### src/lbp_pkg.sv
// package of constants and types for the lcd bias panel control block
package lbp_pkg;
  localparam int GAMMA_CHANNELS = 14;
  localparam int GAMMA_WIDTH = 10;
  localparam int GAMMA_MSB_BITS = 2;
  localparam int GAMMA_LSB_BITS = 8;
  localparam int COMMON_ELECTRODE_VOLTAGE_WIDTH = 7;
  localparam int BYTE_ADDR_WIDTH = 6;
  localparam int DELAY_SET_WIDTH = 8;
  // first gamma byte register; each channel takes an upper then a lower byte
  localparam logic [5:0] GAMMA_BASE_ADDR = 6'h0c;
  localparam logic [5:0] GAMMA_LAST_ADDR = 6'h27;
  localparam logic [1:0] GAMMA_MSB_RESET = 2'h2;
  localparam logic [7:0] GAMMA_LSB_RESET = 8'h00;
  localparam logic [6:0] COMMON_ELECTRODE_VOLTAGE_RESET = 7'h00;
  // shaping delay counted in 1 ms ticks, at most 35 ms
  localparam int CLK_HZ = 50_000_000;
  localparam int TICK_MS = 1;
  localparam int TICK_CYCLES = CLK_HZ / 1000 * TICK_MS;
  localparam int DELAY_MAX_MS = 35;
  localparam logic [7:0] DELAY_MAX_CODE = 8'h23;
  typedef enum logic [2:0] {
    LBP_OFF,
    LBP_LOAD,
    LBP_RAMP,
    LBP_DELAY,
    LBP_RUN,
    LBP_DOWN
  } lbp_seq_t;
endpackage

### src/lbp_store_if.sv
// interface joining the sequencer to the gamma/common_electrode_voltage code store
`timescale 1ns/1ps
`default_nettype none
interface lbp_store_if;
  import lbp_pkg::*;
  logic load;
  logic load_done;
  logic save;
  logic save_busy;
  logic [GAMMA_CHANNELS*GAMMA_WIDTH-1:0] gamma_flat;
  logic [COMMON_ELECTRODE_VOLTAGE_WIDTH-1:0] common_electrode_voltage_code;
  modport seq(output load, output save, input load_done, input save_busy, input gamma_flat, input common_electrode_voltage_code);
  modport store(input load, input save, output load_done, output save_busy, output gamma_flat, output common_electrode_voltage_code);
endinterface
`default_nettype wire

### src/lbp_code_store.sv
// gamma and common_electrode_voltage code store with non-volatile default image
`timescale 1ns/1ps
`default_nettype none
module lbp_code_store
  import lbp_pkg::*;
(
  // clock and reset
  input wire logic mclk,
  input wire logic rst,
  // sequencer side
  lbp_store_if.store st,
  // register write port
  input wire logic wr_en,
  input wire logic [BYTE_ADDR_WIDTH-1:0] wr_addr,
  input wire logic [7:0] wr_data,
  input wire logic common_electrode_voltage_wr_en,
  input wire logic [COMMON_ELECTRODE_VOLTAGE_WIDTH-1:0] common_electrode_voltage_wr_data,
  input wire logic common_electrode_voltage_save
);
  // volatile working codes and the non-volatile image; the image survives rst
  logic [GAMMA_WIDTH-1:0] ram_r [GAMMA_CHANNELS];
  logic [GAMMA_WIDTH-1:0] ram_nxt [GAMMA_CHANNELS];
  // the image starts at the factory codes, as a blank part would ship
  logic [GAMMA_WIDTH-1:0] nvm_r [GAMMA_CHANNELS] = '{default: {GAMMA_MSB_RESET, GAMMA_LSB_RESET}};
  logic [GAMMA_WIDTH-1:0] nvm_nxt [GAMMA_CHANNELS];
  logic [COMMON_ELECTRODE_VOLTAGE_WIDTH-1:0] vram_r, vram_nxt, vnvm_nxt;
  logic [COMMON_ELECTRODE_VOLTAGE_WIDTH-1:0] vnvm_r = COMMON_ELECTRODE_VOLTAGE_RESET;
  logic done_r, done_nxt;
  logic [BYTE_ADDR_WIDTH-1:0] rel;

  assign rel = wr_addr - GAMMA_BASE_ADDR;

  always_comb begin
    done_nxt = st.load;
    vram_nxt = vram_r;
    vnvm_nxt = vnvm_r;
    for (int i = 0; i < GAMMA_CHANNELS; i++) begin
      ram_nxt[i] = ram_r[i];
      nvm_nxt[i] = nvm_r[i];
      if (st.load) begin
        ram_nxt[i] = nvm_r[i]; // see [RQ14]
      end else if (wr_en && wr_addr >= GAMMA_BASE_ADDR && wr_addr <= GAMMA_LAST_ADDR &&
                   rel[BYTE_ADDR_WIDTH-1:1] == (BYTE_ADDR_WIDTH-1)'(i)) begin
        // upper byte then lower byte per channel
        if (rel[0] == 1'b0) begin
          ram_nxt[i][GAMMA_WIDTH-1:GAMMA_LSB_BITS] = wr_data[GAMMA_MSB_BITS-1:0]; // see [RQ20] see [RQ13]
        end else begin
          ram_nxt[i][GAMMA_LSB_BITS-1:0] = wr_data; // see [RQ20] see [RQ16]
        end
      end
      if (st.save) begin
        nvm_nxt[i] = ram_r[i]; // see [RQ15]
      end
    end
    // common_electrode_voltage is its own category with its own save
    if (st.load) begin
      vram_nxt = vnvm_r; // see [RQ18]
    end else if (common_electrode_voltage_wr_en) begin
      vram_nxt = common_electrode_voltage_wr_data; // see [RQ9]
    end
    if (common_electrode_voltage_save) begin
      vnvm_nxt = vram_r; // see [RQ18]
    end
  end

  always_ff @(posedge mclk or posedge rst) begin
    if (rst) begin
      for (int i = 0; i < GAMMA_CHANNELS; i++) begin
        ram_r[i] <= {GAMMA_MSB_RESET, GAMMA_LSB_RESET};
      end
      vram_r <= COMMON_ELECTRODE_VOLTAGE_RESET;
      done_r <= 1'b0;
    end else begin
      ram_r <= ram_nxt;
      vram_r <= vram_nxt;
      done_r <= done_nxt;
    end
  end

  // the image is deliberately not reset: it models storage kept across power loss
  always_ff @(posedge mclk) begin
    nvm_r <= nvm_nxt;
    vnvm_r <= vnvm_nxt;
  end

  always_comb begin
    for (int i = 0; i < GAMMA_CHANNELS; i++) begin
      st.gamma_flat[i*GAMMA_WIDTH +: GAMMA_WIDTH] = ram_r[i];
    end
  end
  assign st.common_electrode_voltage_code = vram_r;
  assign st.load_done = done_r;
  assign st.save_busy = 1'b0;
endmodule
`default_nettype wire

### src/lbp_panel_control.sv
// top of the lcd bias panel control: gate shaping, panel reset, dac codes
// Contract
// [RQ1] shaping input high in run: pass switch on, discharge switch off.
// [RQ2] shaping input falling edge: pass switch off, discharge switch on.
// [RQ3] power-up: discharge on, pass off until shaping delay after ramp done.
// [RQ4] power-down: pass switch on, discharge off, shaping input ignored.
// [RQ5] unused shaping: tie input static, leave discharge resistor pin open.
// [RQ6] gate-in-panel select 0: panel reset low while supply below detect threshold.
// [RQ7] gate-in-panel select 1: panel reset low until shaping delay after ramp.
// [RQ8] panel reset is open drain: drive low or release only.
// [RQ9] hold 7-bit common electrode code; larger code means more sink current.
// [RQ10] common electrode code spans 0 to 127.
// [RQ11] shutdown select 0: common electrode discharge always off.
// [RQ12] shutdown select 1: discharge on when supply under lockout level.
// [RQ13] fourteen gamma channels, each writable individually in operation.
// [RQ14] at power-up load every gamma code from storage.
// [RQ15] save command copies current codes into storage as defaults.
// [RQ16] gamma codes are 10-bit unsigned, 0 to 1023.
// [RQ17] host should set unused gamma channels to maximum code.
// [RQ18] common electrode setting is a separate configuration category.
// [RQ19] host holds write protect low for any access; high blocks traffic.
// [RQ20] each gamma code is an upper 2-bit byte and lower 8-bit byte.
// [RQ21] overrides come from internal ramp-done and shutdown status.
`timescale 1ns/1ps
`default_nettype none
module lbp_panel_control
  import lbp_pkg::*;
#(
  parameter int TICK_CYC = TICK_CYCLES
)(
  // clock and reset
  input wire logic mclk,
  input wire logic rst,
  // pins from outside
  input wire logic gate_shaping_control_input,
  input wire logic write_protect,
  // internal sequencing status
  input wire logic power_good,
  input wire logic gate_high_rail_ramp_done,
  input wire logic shutdown,
  input wire logic supply_below_detect,
  input wire logic supply_below_uvlo,
  // configuration
  input wire logic gate_in_panel_select,
  input wire logic common_electrode_shutdown_select,
  input wire logic [DELAY_SET_WIDTH-1:0] shaping_delay_setting,
  // register writes from the serial interface
  input wire logic reg_wr_en,
  input wire logic [BYTE_ADDR_WIDTH-1:0] reg_wr_addr,
  input wire logic [7:0] reg_wr_data,
  input wire logic save_cmd,
  input wire logic common_electrode_voltage_wr_en,
  input wire logic [COMMON_ELECTRODE_VOLTAGE_WIDTH-1:0] common_electrode_voltage_wr_data,
  input wire logic common_electrode_voltage_save_cmd,
  // switch and panel outputs
  output logic pass_switch,
  output logic discharge_switch,
  output logic panel_reset_output_out,
  output logic panel_reset_output_oe,
  output logic common_electrode_discharge,
  // dac codes
  output logic [COMMON_ELECTRODE_VOLTAGE_WIDTH-1:0] common_electrode_voltage_dac_code,
  output logic [GAMMA_CHANNELS*GAMMA_WIDTH-1:0] gamma_dac_codes,
  output logic codes_loaded
);
  lbp_store_if sif();

  // pin synchronisers
  logic shp_s1_r, shp_s2_r, shp_d_r, wp_s1_r, wp_s2_r;
  always_ff @(posedge mclk or posedge rst) begin
    if (rst) begin
      shp_s1_r <= 1'b0;
      shp_s2_r <= 1'b0;
      shp_d_r <= 1'b0;
      wp_s1_r <= 1'b1;
      wp_s2_r <= 1'b1;
    end else begin
      shp_s1_r <= gate_shaping_control_input;
      shp_s2_r <= shp_s1_r;
      shp_d_r <= shp_s2_r;
      wp_s1_r <= write_protect;
      wp_s2_r <= wp_s1_r;
    end
  end

  // write protect high drops all register traffic
  logic wr_ok;
  assign wr_ok = ~wp_s2_r; // see [RQ19]

  // sequencer
  lbp_seq_t st_r, st_nxt;
  logic [31:0] tick_r, tick_nxt;
  logic [DELAY_SET_WIDTH-1:0] ms_r, ms_nxt, dly_lim;
  logic load_r, load_nxt;

  assign dly_lim = (shaping_delay_setting > DELAY_MAX_CODE) ? DELAY_MAX_CODE : shaping_delay_setting;

  always_comb begin
    st_nxt = st_r;
    tick_nxt = tick_r;
    ms_nxt = ms_r;
    load_nxt = 1'b0;
    unique case (st_r)
      LBP_OFF: begin
        if (power_good) begin
          st_nxt = LBP_LOAD;
          load_nxt = 1'b1;
        end
      end
      LBP_LOAD: begin
        if (sif.load_done) begin
          st_nxt = LBP_RAMP;
        end
      end
      LBP_RAMP: begin
        tick_nxt = '0;
        ms_nxt = '0;
        if (gate_high_rail_ramp_done) begin
          st_nxt = LBP_DELAY; // see [RQ21]
        end
      end
      LBP_DELAY: begin
        if (ms_r >= dly_lim) begin
          st_nxt = LBP_RUN; // see [RQ3]
        end else if (tick_r == 32'(TICK_CYC - 1)) begin
          tick_nxt = '0;
          ms_nxt = ms_r + 8'h01;
        end else begin
          tick_nxt = tick_r + 32'h1;
        end
      end
      LBP_RUN: begin
      end
      LBP_DOWN: begin
      end
    endcase
    if (shutdown && st_r != LBP_OFF) begin
      st_nxt = LBP_DOWN; // see [RQ21]
    end
    if (!power_good && !shutdown) begin
      st_nxt = LBP_OFF;
    end
  end

  always_ff @(posedge mclk or posedge rst) begin
    if (rst) begin
      st_r <= LBP_OFF;
      tick_r <= '0;
      ms_r <= '0;
      load_r <= 1'b0;
    end else begin
      st_r <= st_nxt;
      tick_r <= tick_nxt;
      ms_r <= ms_nxt;
      load_r <= load_nxt;
    end
  end

  assign sif.load = load_r;
  assign sif.save = save_cmd & wr_ok; // see [RQ15]

  lbp_code_store u_store (
    .mclk(mclk),
    .rst(rst),
    .st(sif),
    .wr_en(reg_wr_en & wr_ok),
    .wr_addr(reg_wr_addr),
    .wr_data(reg_wr_data),
    .common_electrode_voltage_wr_en(common_electrode_voltage_wr_en & wr_ok),
    .common_electrode_voltage_wr_data(common_electrode_voltage_wr_data),
    .common_electrode_voltage_save(common_electrode_voltage_save_cmd & wr_ok)
  );

  // output stage
  logic pass_nxt, dis_nxt, xao_low_nxt, cdis_nxt, run;
  logic pass_r, dis_r, xao_low_r, cdis_r, loaded_r, loaded_nxt;
  logic [COMMON_ELECTRODE_VOLTAGE_WIDTH-1:0] common_electrode_voltage_r;
  logic [GAMMA_CHANNELS*GAMMA_WIDTH-1:0] gam_r;
  assign run = (st_r == LBP_RUN);

  always_comb begin
    pass_nxt = pass_r;
    dis_nxt = dis_r;
    if (st_r == LBP_DOWN) begin
      pass_nxt = 1'b1; // see [RQ4]
      dis_nxt = 1'b0;
    end else if (!run) begin
      pass_nxt = 1'b0; // see [RQ3]
      dis_nxt = 1'b1;
    end else if (shp_s2_r) begin
      pass_nxt = 1'b1; // see [RQ1]
      dis_nxt = 1'b0;
    end else if (shp_d_r) begin
      pass_nxt = 1'b0; // see [RQ2]
      dis_nxt = 1'b1;
    end
    if (gate_in_panel_select) begin
      xao_low_nxt = !run; // see [RQ7]
    end else begin
      xao_low_nxt = supply_below_detect; // see [RQ6]
    end
    cdis_nxt = common_electrode_shutdown_select & supply_below_uvlo; // see [RQ11] see [RQ12]
    loaded_nxt = (st_r == LBP_OFF || st_r == LBP_LOAD) ? 1'b0 : 1'b1;
  end

  always_ff @(posedge mclk or posedge rst) begin
    if (rst) begin
      pass_r <= 1'b0;
      dis_r <= 1'b1;
      xao_low_r <= 1'b1;
      cdis_r <= 1'b0;
      loaded_r <= 1'b0;
      common_electrode_voltage_r <= COMMON_ELECTRODE_VOLTAGE_RESET;
      gam_r <= '0;
    end else begin
      pass_r <= pass_nxt;
      dis_r <= dis_nxt;
      xao_low_r <= xao_low_nxt;
      cdis_r <= cdis_nxt;
      loaded_r <= loaded_nxt;
      common_electrode_voltage_r <= sif.common_electrode_voltage_code; // see [RQ10]
      gam_r <= sif.gamma_flat;
    end
  end

  // open drain: output data fixed low, only the enable moves
  assign pass_switch = pass_r;
  assign discharge_switch = dis_r;
  assign panel_reset_output_out = 1'b0; // see [RQ8]
  assign panel_reset_output_oe = xao_low_r; // see [RQ8]
  assign common_electrode_discharge = cdis_r;
  assign common_electrode_voltage_dac_code = common_electrode_voltage_r;
  assign gamma_dac_codes = gam_r;
  assign codes_loaded = loaded_r;
endmodule
`default_nettype wire

### config.mk
export PLATFORM = sky130hd
export DESIGN_NAME = lbp_panel_control
export DESIGN_NICKNAME = d
export VERILOG_FILES = /design/src/lbp_pkg.sv /design/src/lbp_store_if.sv /design/src/lbp_code_store.sv /design/src/lbp_panel_control.sv
export SDC_FILE = /design/constraint.sdc
export NUM_CORES = 1
export LEC_CHECK = 0
export BUFFER_PORTS_ARGS = -buffer_cell sky130_fd_sc_hd__buf_2
export CAP_MARGIN = 20
export CORE_MARGIN = 1.5
export CORE_UTILIZATION = 40
export DETAILED_ROUTE_END_ITERATION = 10
export REMOVE_ABC_BUFFERS = 1
export SLEW_MARGIN = 20
export SYNTH_ARGS = -nofsm -noshare
export SYNTH_HDL_FRONTEND = slang
export SYNTH_SLANG_ARGS = --single-unit
export TNS_END_PERCENT = 5
### constraint.sdc
create_clock -name mclk -period 23.6 [get_ports mclk]
set_clock_uncertainty 0.1 [all_clocks]
set_input_delay 4.72 -clock mclk [delete_from_list [all_inputs] [get_ports mclk]]
set_output_delay 4.72 -clock mclk [all_outputs]
set_load 0.02 [all_outputs]
==> results of run 1 <==
report_power, final:
part / total (mW) / internal (mW) / leakage (nW) / switching, mW
registers: 1.31 / 1.17 / 5.37 / 0.149
clock network: 0.798 / 0.475 / 0.834 / 0.323
logic: 0.427 / 0.148 / 2.69 / 0.279
total: 2.54 / 1.79 / 8.89 / 0.751
sequential cells by signal (all words and copies together) (netlist names), 3 cells and up:
register / count
st_r: 3
u_store.nvm_r: 140
common_electrode_voltage_dac_code: 7
gamma_dac_codes: 140
tick_r: 32
u_store.st.common_electrode_voltage_code: 7
u_store.st.gamma_flat: 140
u_store.vnvm_r: 7
ms_r: 8
metal layers:
| metal | track usage (%) | vias up | routed length, microns |
|---|---|---|---|
| li1 | - | 5330 | - |
| met1 | 26.1 | 5742 | 19300 |
| met2 | 27.5 | 269 | 19100 |
| met3 | 3.83 | 52 | 2350 |
| met4 | 5.62 | 0 | 819 |
| met5 | 0 | - | 0 |
layout make-up:
class | count | area share, %
clock buffer | 81 | 7.32
clock inverter | 13 | 0.538
inverter | 19 | 0.369
multi-input combinational | 797 | 21.8
sequential | 496 | 61.6
tap | 592 | 3.46
timing repair buffer | 203 | 4.90
critical path, stage by stage:
cell and delay [ns]:
buf_2 0.11, o31a_1 0.30, nor3_1 0.36, nand2b_1 0.11
ha_1 0.27, nand2b_1 0.15, a2111oi_2 0.40, o21ai_2 0.29
a21oi_1 0.47, o21a_2 0.61, o211ai_1 0.20
kinds of logic after synthesis:
| family | count (synthesis) | share of synthesized area (%) |
|---|---|---|
| other | 2 | 0.0415 |
| adder cells (fa/ha/maj) | 12 | 0.829 |
| AO/OA/AOI/OAI | 342 | 10.9 |
| flip-flops | 496 | 72.7 |
| AND/OR/NAND/NOR | 377 | 10.3 |
| buffers and inverters | 80 | 1.71 |
| XOR/XNOR | 10 | 0.484 |
| multiplexers | 53 | 2.96 |
placed cells by master, fill, tap and decap left out, types with 10 or more instances in the layout:
cell type,instances
nand4_1,11
nor3_1,11
clkinv_2,11
dfstp_2,18
edfxtp_1,147
or4_1,13
nor2b_1,41
o211ai_1,13
dfrtp_1,330
inv_1,18
buf_2,195
or3_1,11
xnor2_1,10
o21ai_0,93
nand3b_1,12
ha_1,12
nand3_1,22
clkbuf_16,55
clkbuf_1,17
nand2_1,142
nand2b_1,17
a31oi_1,24
a21oi_1,149
and2_1,11
mux2i_1,49
o31ai_1,11
nor2_1,60
synth_stat cells (all sizes together) (8+ instances only):
cell type	n	area share (%)
or4	14	0.60
a21o	9	0.37
a221oi	8	0.39
nand3b	12	0.50
a211oi	9	0.37
ha	12	0.83
mux2i	49	2.7
dfrtp	331	46
a31oi	26	0.90
o31ai	11	0.46
nor2	60	1.2
nand4	12	0.45
nand2b	17	0.59
dfstp	18	2.6
nor2b	42	1.5
or3	14	0.50
buf	9	0.23
nand2	142	2.9
xnor2	10	0.48
nor3	11	0.30
o211ai	13	0.54
inv	19	0.39
nand3	22	0.61
and2	11	0.38
a21oi	149	4.1
edfxtp	147	24
o21ai	94	2.6
clkbuf	52	1.1
through the flow:
| step | power, mW | worst slack, ns | hold slack, ns | instances | utilization (%) |
|---|---|---|---|---|---|
| detailed placement | 1.76 | 14.99 | 0.235 | 2107 | 44.4 |
| global route | 2.67 | 15.68 | 0.249 | 2201 | 48.1 |
| floorplan | 1.56 | 9.13 | 0.231 | 1312 | - |
| finish | 2.54 | 15.92 | 0.242 | 2201 | 48.1 |
| global placement | 1.75 | 15.13 | 0.235 | 2107 | 44.4 |
| CTS | 2.57 | 15.61 | 0.244 | 2201 | 48.1 |
worst max path at each step:
stage	to	slack, ns
6_report	tick_r[22]$_DFFE_PP0P_	15.92
5_1_grt	tick_r[22]$_DFFE_PP0P_	15.68
4_1_cts	tick_r[22]$_DFFE_PP0P_	15.61
3_5_place_dp	tick_r[22]$_DFFE_PP0P_	14.99
3_3_place_gp	tick_r[22]$_DFFE_PP0P_	15.13
2_1_floorplan	codes_loaded$_DFF_PP0_	9.13
==> impl_metrics.yaml, run 1 <==
logic_synthesis:
  synth.cell_area_sq_mm: 0.0181
  synthCells: 1372
  postSynth.asyncResetShare_pct: 70.4
  ys.warnings.count: 0
  synth_cell_type_count: 55
  ys_ff_latch: 496
  seq_area_frac_synth_pct: 72.7
  synth_top_flop_cell: "dfrtp_1"
  synth-edff-count: 147
  syn_avg_cell_area_sq_um: 13.2
floorplan:
  die_w_microns: 216
  ios: 197
  start_util_pct: 40.8
  die_height_microns: 216
  core_sq_mm: 0.0444
  design.die.area_sq_mm: 0.0466
  row_count: 77
pwr:
  p_leak_nw: 8.89
  vdd_drop_max_v: 0.0000724
  powerDensity_mw_per_mm2: 119
min_path:
  hold-path-endpoint: "shp_s2_r$_DFF_PP0_"
  hold_class: "reg -> reg"
  hold_start: "shp_s1_r$_DFF_PP0_"
  min_path_cells: 0
detailed_routing:
  drt_first_pass_iters: 5
  drc: 0
  drt_iter0_markers: 962
  drt-total-wl_microns: 41600
  ant_nets: 0
  wire_per_inst_microns: 18.9
  vias: 11393
  viasPerCell: 5.18
timing:
  hold_violations: 0
  fin_crit_ns: 7.68
  slew_viol_final: 0
  post-route-period-util_pct: 32.5
  max_freq_mhz: 130
  rsz0062_at_grt: "no"
  worstMarginPinSlew_ns: 1.17
  maxSlewHeadroom_pct: 21.1
  setup_tns_ns: 0
  setup_violations: 0
clock_tree:
  cts-root-buf: "clkbuf_16"
  clk_path_buf_depth: 3
  clkTransAtPathRegs_ns: 0.06
  numCtsBuffers: 51
  clock-sinks: 496
  hold_buffers: 0
  cts_resized: 0
  cts_tree: "done"
  htree_levels: 2
  clk_latency_ns: 0.58
  cts_setup_buffers: 0
finish:
  seq_area_sq_mm: 0.0132
  fillCellCount: 3919
  post-route-cell-area_sq_mm: 0.0214
  area_delta_synth_final_pct: 18.0
  multi_input_area_sq_mm: 0.00466
  drive_gt1_share_pct: 20.0
  diodes: 0
  nNetsFinal: 1624
critical_path:
  cp-startpoint: "shaping_delay_setting[4]"
  r2r_slack_ns: 20.18
  startpoint_type: "input pin"
  rr_endpoint: "u_store.st.gamma_flat[98]$_DFFE_PP0P_"
  rr_worst_depth: 4
  critPathCaptureType: "register"
  worstPathMaxFanout: 30
  r2r_start: "load_r$_DFF_PP0_"
  required_ns: 23.93
  crit_type: "in -> reg"
  cp.arrival_ns: 8.01
global_route:
  grt_pass1_vias: 11361
  grt_max_degree: 169
  grt_usage_pct: 18.1
  grt_remaining_overflow: 0
  grt_pass1_wl_microns: 66500
  antenna_found_initial: 0
placement:
  place_congestion: 0.823
  io_buffers: 195
  placed_cell_area_sq_mm: 0.0197
  dp_hpwl_microns: 25600
run:
  maxCapViolCount: 0
run_status:
  outcome: "finished, final reports clean"
Power figures use the tool's default switching activity.
==> inputs of run 2 (changes only) <==
Clock period 23.6 ns to 6.82 ns, I/O delays scaled along.
==> impl_metrics.yaml, run 2 (same netlist as run 1, synthesis figures left out) <==
finish:
  nNetsFinal: 1623
  area_delta_synth_final_pct: 18.6
  fin_util_pct: 48.4
  post-route-cell-area_sq_mm: 0.0215
  final_common_cell: "dfrtp_1"
  drive_gt1_share_pct: 20.3
  final_cell_mix: "330 x dfrtp_1, 195 x buf_2, 149 x a21oi_1, 147 x edfxtp_1, 142 x nand2_1"
detailed_routing:
  viasPerCell: 5.20
  vias: 11442
  drt-total-wl_microns: 41400
  drc: 0
  ant_nets: 0
  drt_iter0_markers: 765
  drt_first_pass_iters: 7
  wire_per_inst_microns: 18.8
global_route:
  antenna_found_initial: 1
  grt_remaining_overflow: 0
  grt_pass1_wl_microns: 65900
  grt_usage_pct: 17.9
  grt_pass1_vias: 11601
  grt_max_degree: 208
clock_tree:
  clock-sinks: 496
  clk_path_buf_depth: 3
  numCtsBuffers: 52
  cts-root-buf: "clkbuf_16"
  cts_resized: 0
  cts_setup_buffers: 0
  cts_tree: "done"
  clkTransAtPathRegs_ns: 0.06
  htree_levels: 2
  clk_latency_ns: 0.59
  hold_buffers: 0
floorplan:
  core_sq_mm: 0.0444
  row_count: 77
  ios: 197
  die_w_microns: 216
  die_height_microns: 216
  start_util_pct: 40.8
  design.die.area_sq_mm: 0.0466
critical_path:
  critPathSlowestCell: "o21a_2"
  cp.arrival_ns: 4.63
  critPathCaptureType: "register"
  crit_chain: "buf_2 > o31a_1 > nor3_1 > nand2b_1 > ha_1 > nand2b_1 > a2111oi_2 > o21ai_2 > a21oi_1 > o21a_2 > o211ai_1"
  startpoint_type: "input pin"
  slowest_delay_ns: 0.61
  cp_common_cell: "nand2b_1"
  required_ns: 7.15
  worstPathMaxFanout: 30
  rr_worst_depth: 8
  crit_type: "in -> reg"
pwr:
  p_leak_nw: 8.92
  powerDensity_mw_per_mm2: 414
  vdd_drop_max_v: 0.000254
timing:
  setup_violations: 0
  max_freq_mhz: 233
  whs_ns: 0.258
  post-route-period-util_pct: 63.0
  worstMarginPinSlew_ns: 1.02
  rsz0062_at_grt: "no"
  fin_crit_ns: 4.30
  setup_tns_ns: 0
  slew_viol_final: 0
  hold_violations: 0
  maxSlewHeadroom_pct: 31.6
placement:
  place_congestion: 0.827
  dp_hpwl_microns: 25300
  io_buffers: 195
  placed_cell_area_sq_mm: 0.0197
run:
  maxCapViolCount: 0
min_path:
  min_path_cells: 0
  hold_class: "reg -> reg"
run_status:
  outcome: "finished, final reports clean"
run 2: power breakdown:
part           internal [mW]  switching, mW  total (mW)
Clock                   1.70           1.16        2.86
Sequential              4.03          0.513        4.55
Combinational          0.514          0.969        1.48
Total                   6.25           2.65        8.89
run 2: cell type report:
class | count | area [sq um]
inverter | 19 | 78.8
tap | 592 | 741
antenna | 1 | 2.50
clock buffer | 74 | 1520
sequential | 496 | 13200
fill | 3923 | 22900
multi-input combinational | 797 | 4660
clock inverter | 22 | 235
timing repair buffer | 201 | 1070
run 2: path summary, 6_finish.rpt:
path                                          startpoint                                    end  slack [ns]
worst max register to register       ms_r[0]$_DFFE_PP0P_                 tick_r[22]$_DFFE_PP0P_        3.61
worst min register to register         wp_s1_r$_DFF_PP1_                      wp_s2_r$_DFF_PP1_        0.26
max in group asynchronous                            rst  u_store.st.gamma_flat[81]$_DFFE_PP0P_        4.67
worst min-delay path                   wp_s1_r$_DFF_PP1_                      wp_s2_r$_DFF_PP1_        0.26
min in group asynchronous                            rst          gamma_dac_codes[54]$_DFF_PP0_        0.77
worst max-delay path            shaping_delay_setting[4]                 tick_r[22]$_DFFE_PP0P_        2.52
run 2: per-layer routing:
layer	wire length (microns)	up-vias	track usage [%]
li1	-	5309	-
met1	19200	5804	25.8
met2	19200	265	27.2
met3	1970	64	3.09
met4	1060	0	6.50
met5	0	-	0
run 2: through the flow:
step / power, mW / std cells / setup slack [ns]
floorplan: 5.39 / 1312 / -4.29
global placement: 6.05 / 2105 / 1.71
detailed placement: 6.10 / 2105 / 1.60
CTS: 9.01 / 2201 / 2.19
global route: 9.33 / 2202 / 2.28
finish: 8.89 / 2202 / 2.52
run 2: worst max-delay path: cells and delay by family:
| kind | cells | cell delay, ns |
|---|---|---|
| simple gates | 3 | 0.56 |
| compound gates | 6 | 2.30 |
| fa+ha+maj | 1 | 0.27 |
| buf+inv | 1 | 0.11 |
==> inputs of run 3 (changes only) <==
Clock period 6.82 ns to 3.5 ns, I/O delays scaled along.
==> impl_metrics.yaml, run 3 (same netlist as run 1, synthesis figures left out) <==
detailed_routing:
  viasPerCell: 5.16
  ant_nets: 0
  vias: 11581
  drt_iter0_markers: 715
  drt_first_pass_iters: 7
  drt-total-wl_microns: 42400
  drc: 0
  wire_per_inst_microns: 18.9
placement:
  place_congestion: 0.855
  io_buffers: 195
  placed_cell_area_sq_mm: 0.0201
  post-place-ws_ns: -0.114
  dp_hpwl_microns: 27200
floorplan:
  row_count: 77
  die_w_microns: 216
  die_height_microns: 216
  start_util_pct: 40.8
  design.die.area_sq_mm: 0.0466
  core_sq_mm: 0.0444
  ios: 197
critical_path:
  startpoint_type: "input pin"
  crit_type: "in -> reg"
  critPathSlowestCell: "a2111oi_2"
  cp.arrival_ns: 3.43
  cp_common_cell: "nand2b_1"
  critPathCaptureType: "register"
  required_ns: 3.90
  crit_chain: "buf_2 > o31a_1 > nor3_1 > nand2b_1 > ha_1 > nand2b_1 > a2111oi_2 > o21ai_2 > a21o_1 > buf_4 > or3_1 > a21oi_1"
  worstPathMaxFanout: 16
  slowest_delay_ns: 0.40
timing:
  fin_crit_ns: 3.03
  worstMarginPinSlew_ns: 0.848
  setup_violations: 0
  hold_violations: 0
  rsz0062_at_grt: "no"
  slew_viol_final: 0
  post-route-period-util_pct: 86.6
  maxSlewHeadroom_pct: 43.4
  max_freq_mhz: 330
  whs_ns: 0.117
  fin_ws_ns: 0.470
clock_tree:
  numCtsBuffers: 51
  cts_tree: "done"
  htree_levels: 2
  clk_latency_ns: 0.58
  clock-sinks: 496
  cts_resized: 0
  hold_buffers: 0
  cts-root-buf: "clkbuf_16"
  cts_setup_buffers: 0
  clkTransAtPathRegs_ns: 0.06
  clk_path_buf_depth: 3
run:
  maxCapViolCount: 0
finish:
  fillCellCount: 3879
  final_cell_mix: "330 x dfrtp_1, 195 x buf_2, 149 x a21oi_1, 147 x edfxtp_1, 142 x nand2_1"
  final_common_cell: "dfrtp_1"
  drive_gt1_share_pct: 22.7
  nNetsFinal: 1666
  post-route-cell-area_sq_mm: 0.0220
  area_delta_synth_final_pct: 21.5
global_route:
  grt_max_degree: 90
  grt_remaining_overflow: 0
  grt_pass1_vias: 11793
  grt_pass1_wl_microns: 68000
  antenna_found_initial: 1
  grt_usage_pct: 18.5
pwr:
  p_leak_nw: 9.24
  powerDensity_mw_per_mm2: 812
  vdd_drop_max_v: 0.000542
min_path:
  hold_class: "in -> reg"
run_status:
  outcome: "finished, final reports clean"
==> run 3: cell type report <==
| type | instances | area, sq um | share of cell area [%] |
|---|---|---|---|
| flip-flops and latches | 496 | 13200 | 59.8 |
| multi-input cells | 797 | 4660 | 21.2 |
| repair buffers | 245 | 1450 | 6.59 |
| clock buffers | 63 | 1420 | 6.46 |
| well taps | 592 | 741 | 3.36 |
| clock inverters | 33 | 484 | 2.20 |
| inverters | 19 | 78.8 | 0.358 |
| diodes | 1 | 2.50 | 0.0114 |
==> run 3: stage by stage <==
step	setup TNS (ns)	util, %	total power [mW]	cells
after floorplan	-3101.20	-	10.5	1312
after global placement	-0.147	45.3	11.8	2149
after detailed placement	-1.15	45.3	11.9	2149
after CTS	0	49.6	18.1	2245
after global routing	0	49.6	18.7	2246
final	0	49.6	17.9	2246
==> run 3: critical path: cells and delay by family <==
| family | cells | cell delay, ns |
|---|---|---|
| simple gates | 4 | 0.78 |
| fa+ha+maj | 1 | 0.27 |
| compound gates | 5 | 1.36 |
| buf+inv | 2 | 0.33 |
==> run 3: metal layers <==
metal | vias up | global-route usage, % | wire, microns
li1 | 5416 | - | -
met1 | 5808 | 26.3 | 19400
met2 | 291 | 28.3 | 19600
met3 | 66 | 3.88 | 2340
met4 | 0 | 6.53 | 1080
met5 | - | 0 | 0
==> run 3: where the power goes <==
part           leakage, nW  switching (mW)  internal, mW
combinational         2.92            1.89          1.03
sequential            5.37            1.03          7.86
clock                0.946            2.30          3.77
==> run 3: path summary, 6_finish.rpt <==
kind	from	end	slack (ns)	cells after the start
setup / recovery	shaping_delay_setting[4]	tick_r[21]$_DFFE_PP0P_	0.47	12
hold / removal	write_protect	wp_s1_r$_DFF_PP1_	0.12	1
setup reg to reg	ms_r[0]$_DFFE_PP0P_	tick_r[21]$_DFFE_PP0P_	0.75	9
hold reg to reg	wp_s1_r$_DFF_PP1_	wp_s2_r$_DFF_PP1_	0.26	0
max in group asynchronous	rst	u_store.st.gamma_flat[49]$_DFFE_PP1P_	2.25	3
min in group asynchronous	rst	u_store.st.gamma_flat[54]$_DFFE_PP0P_	0.13	2
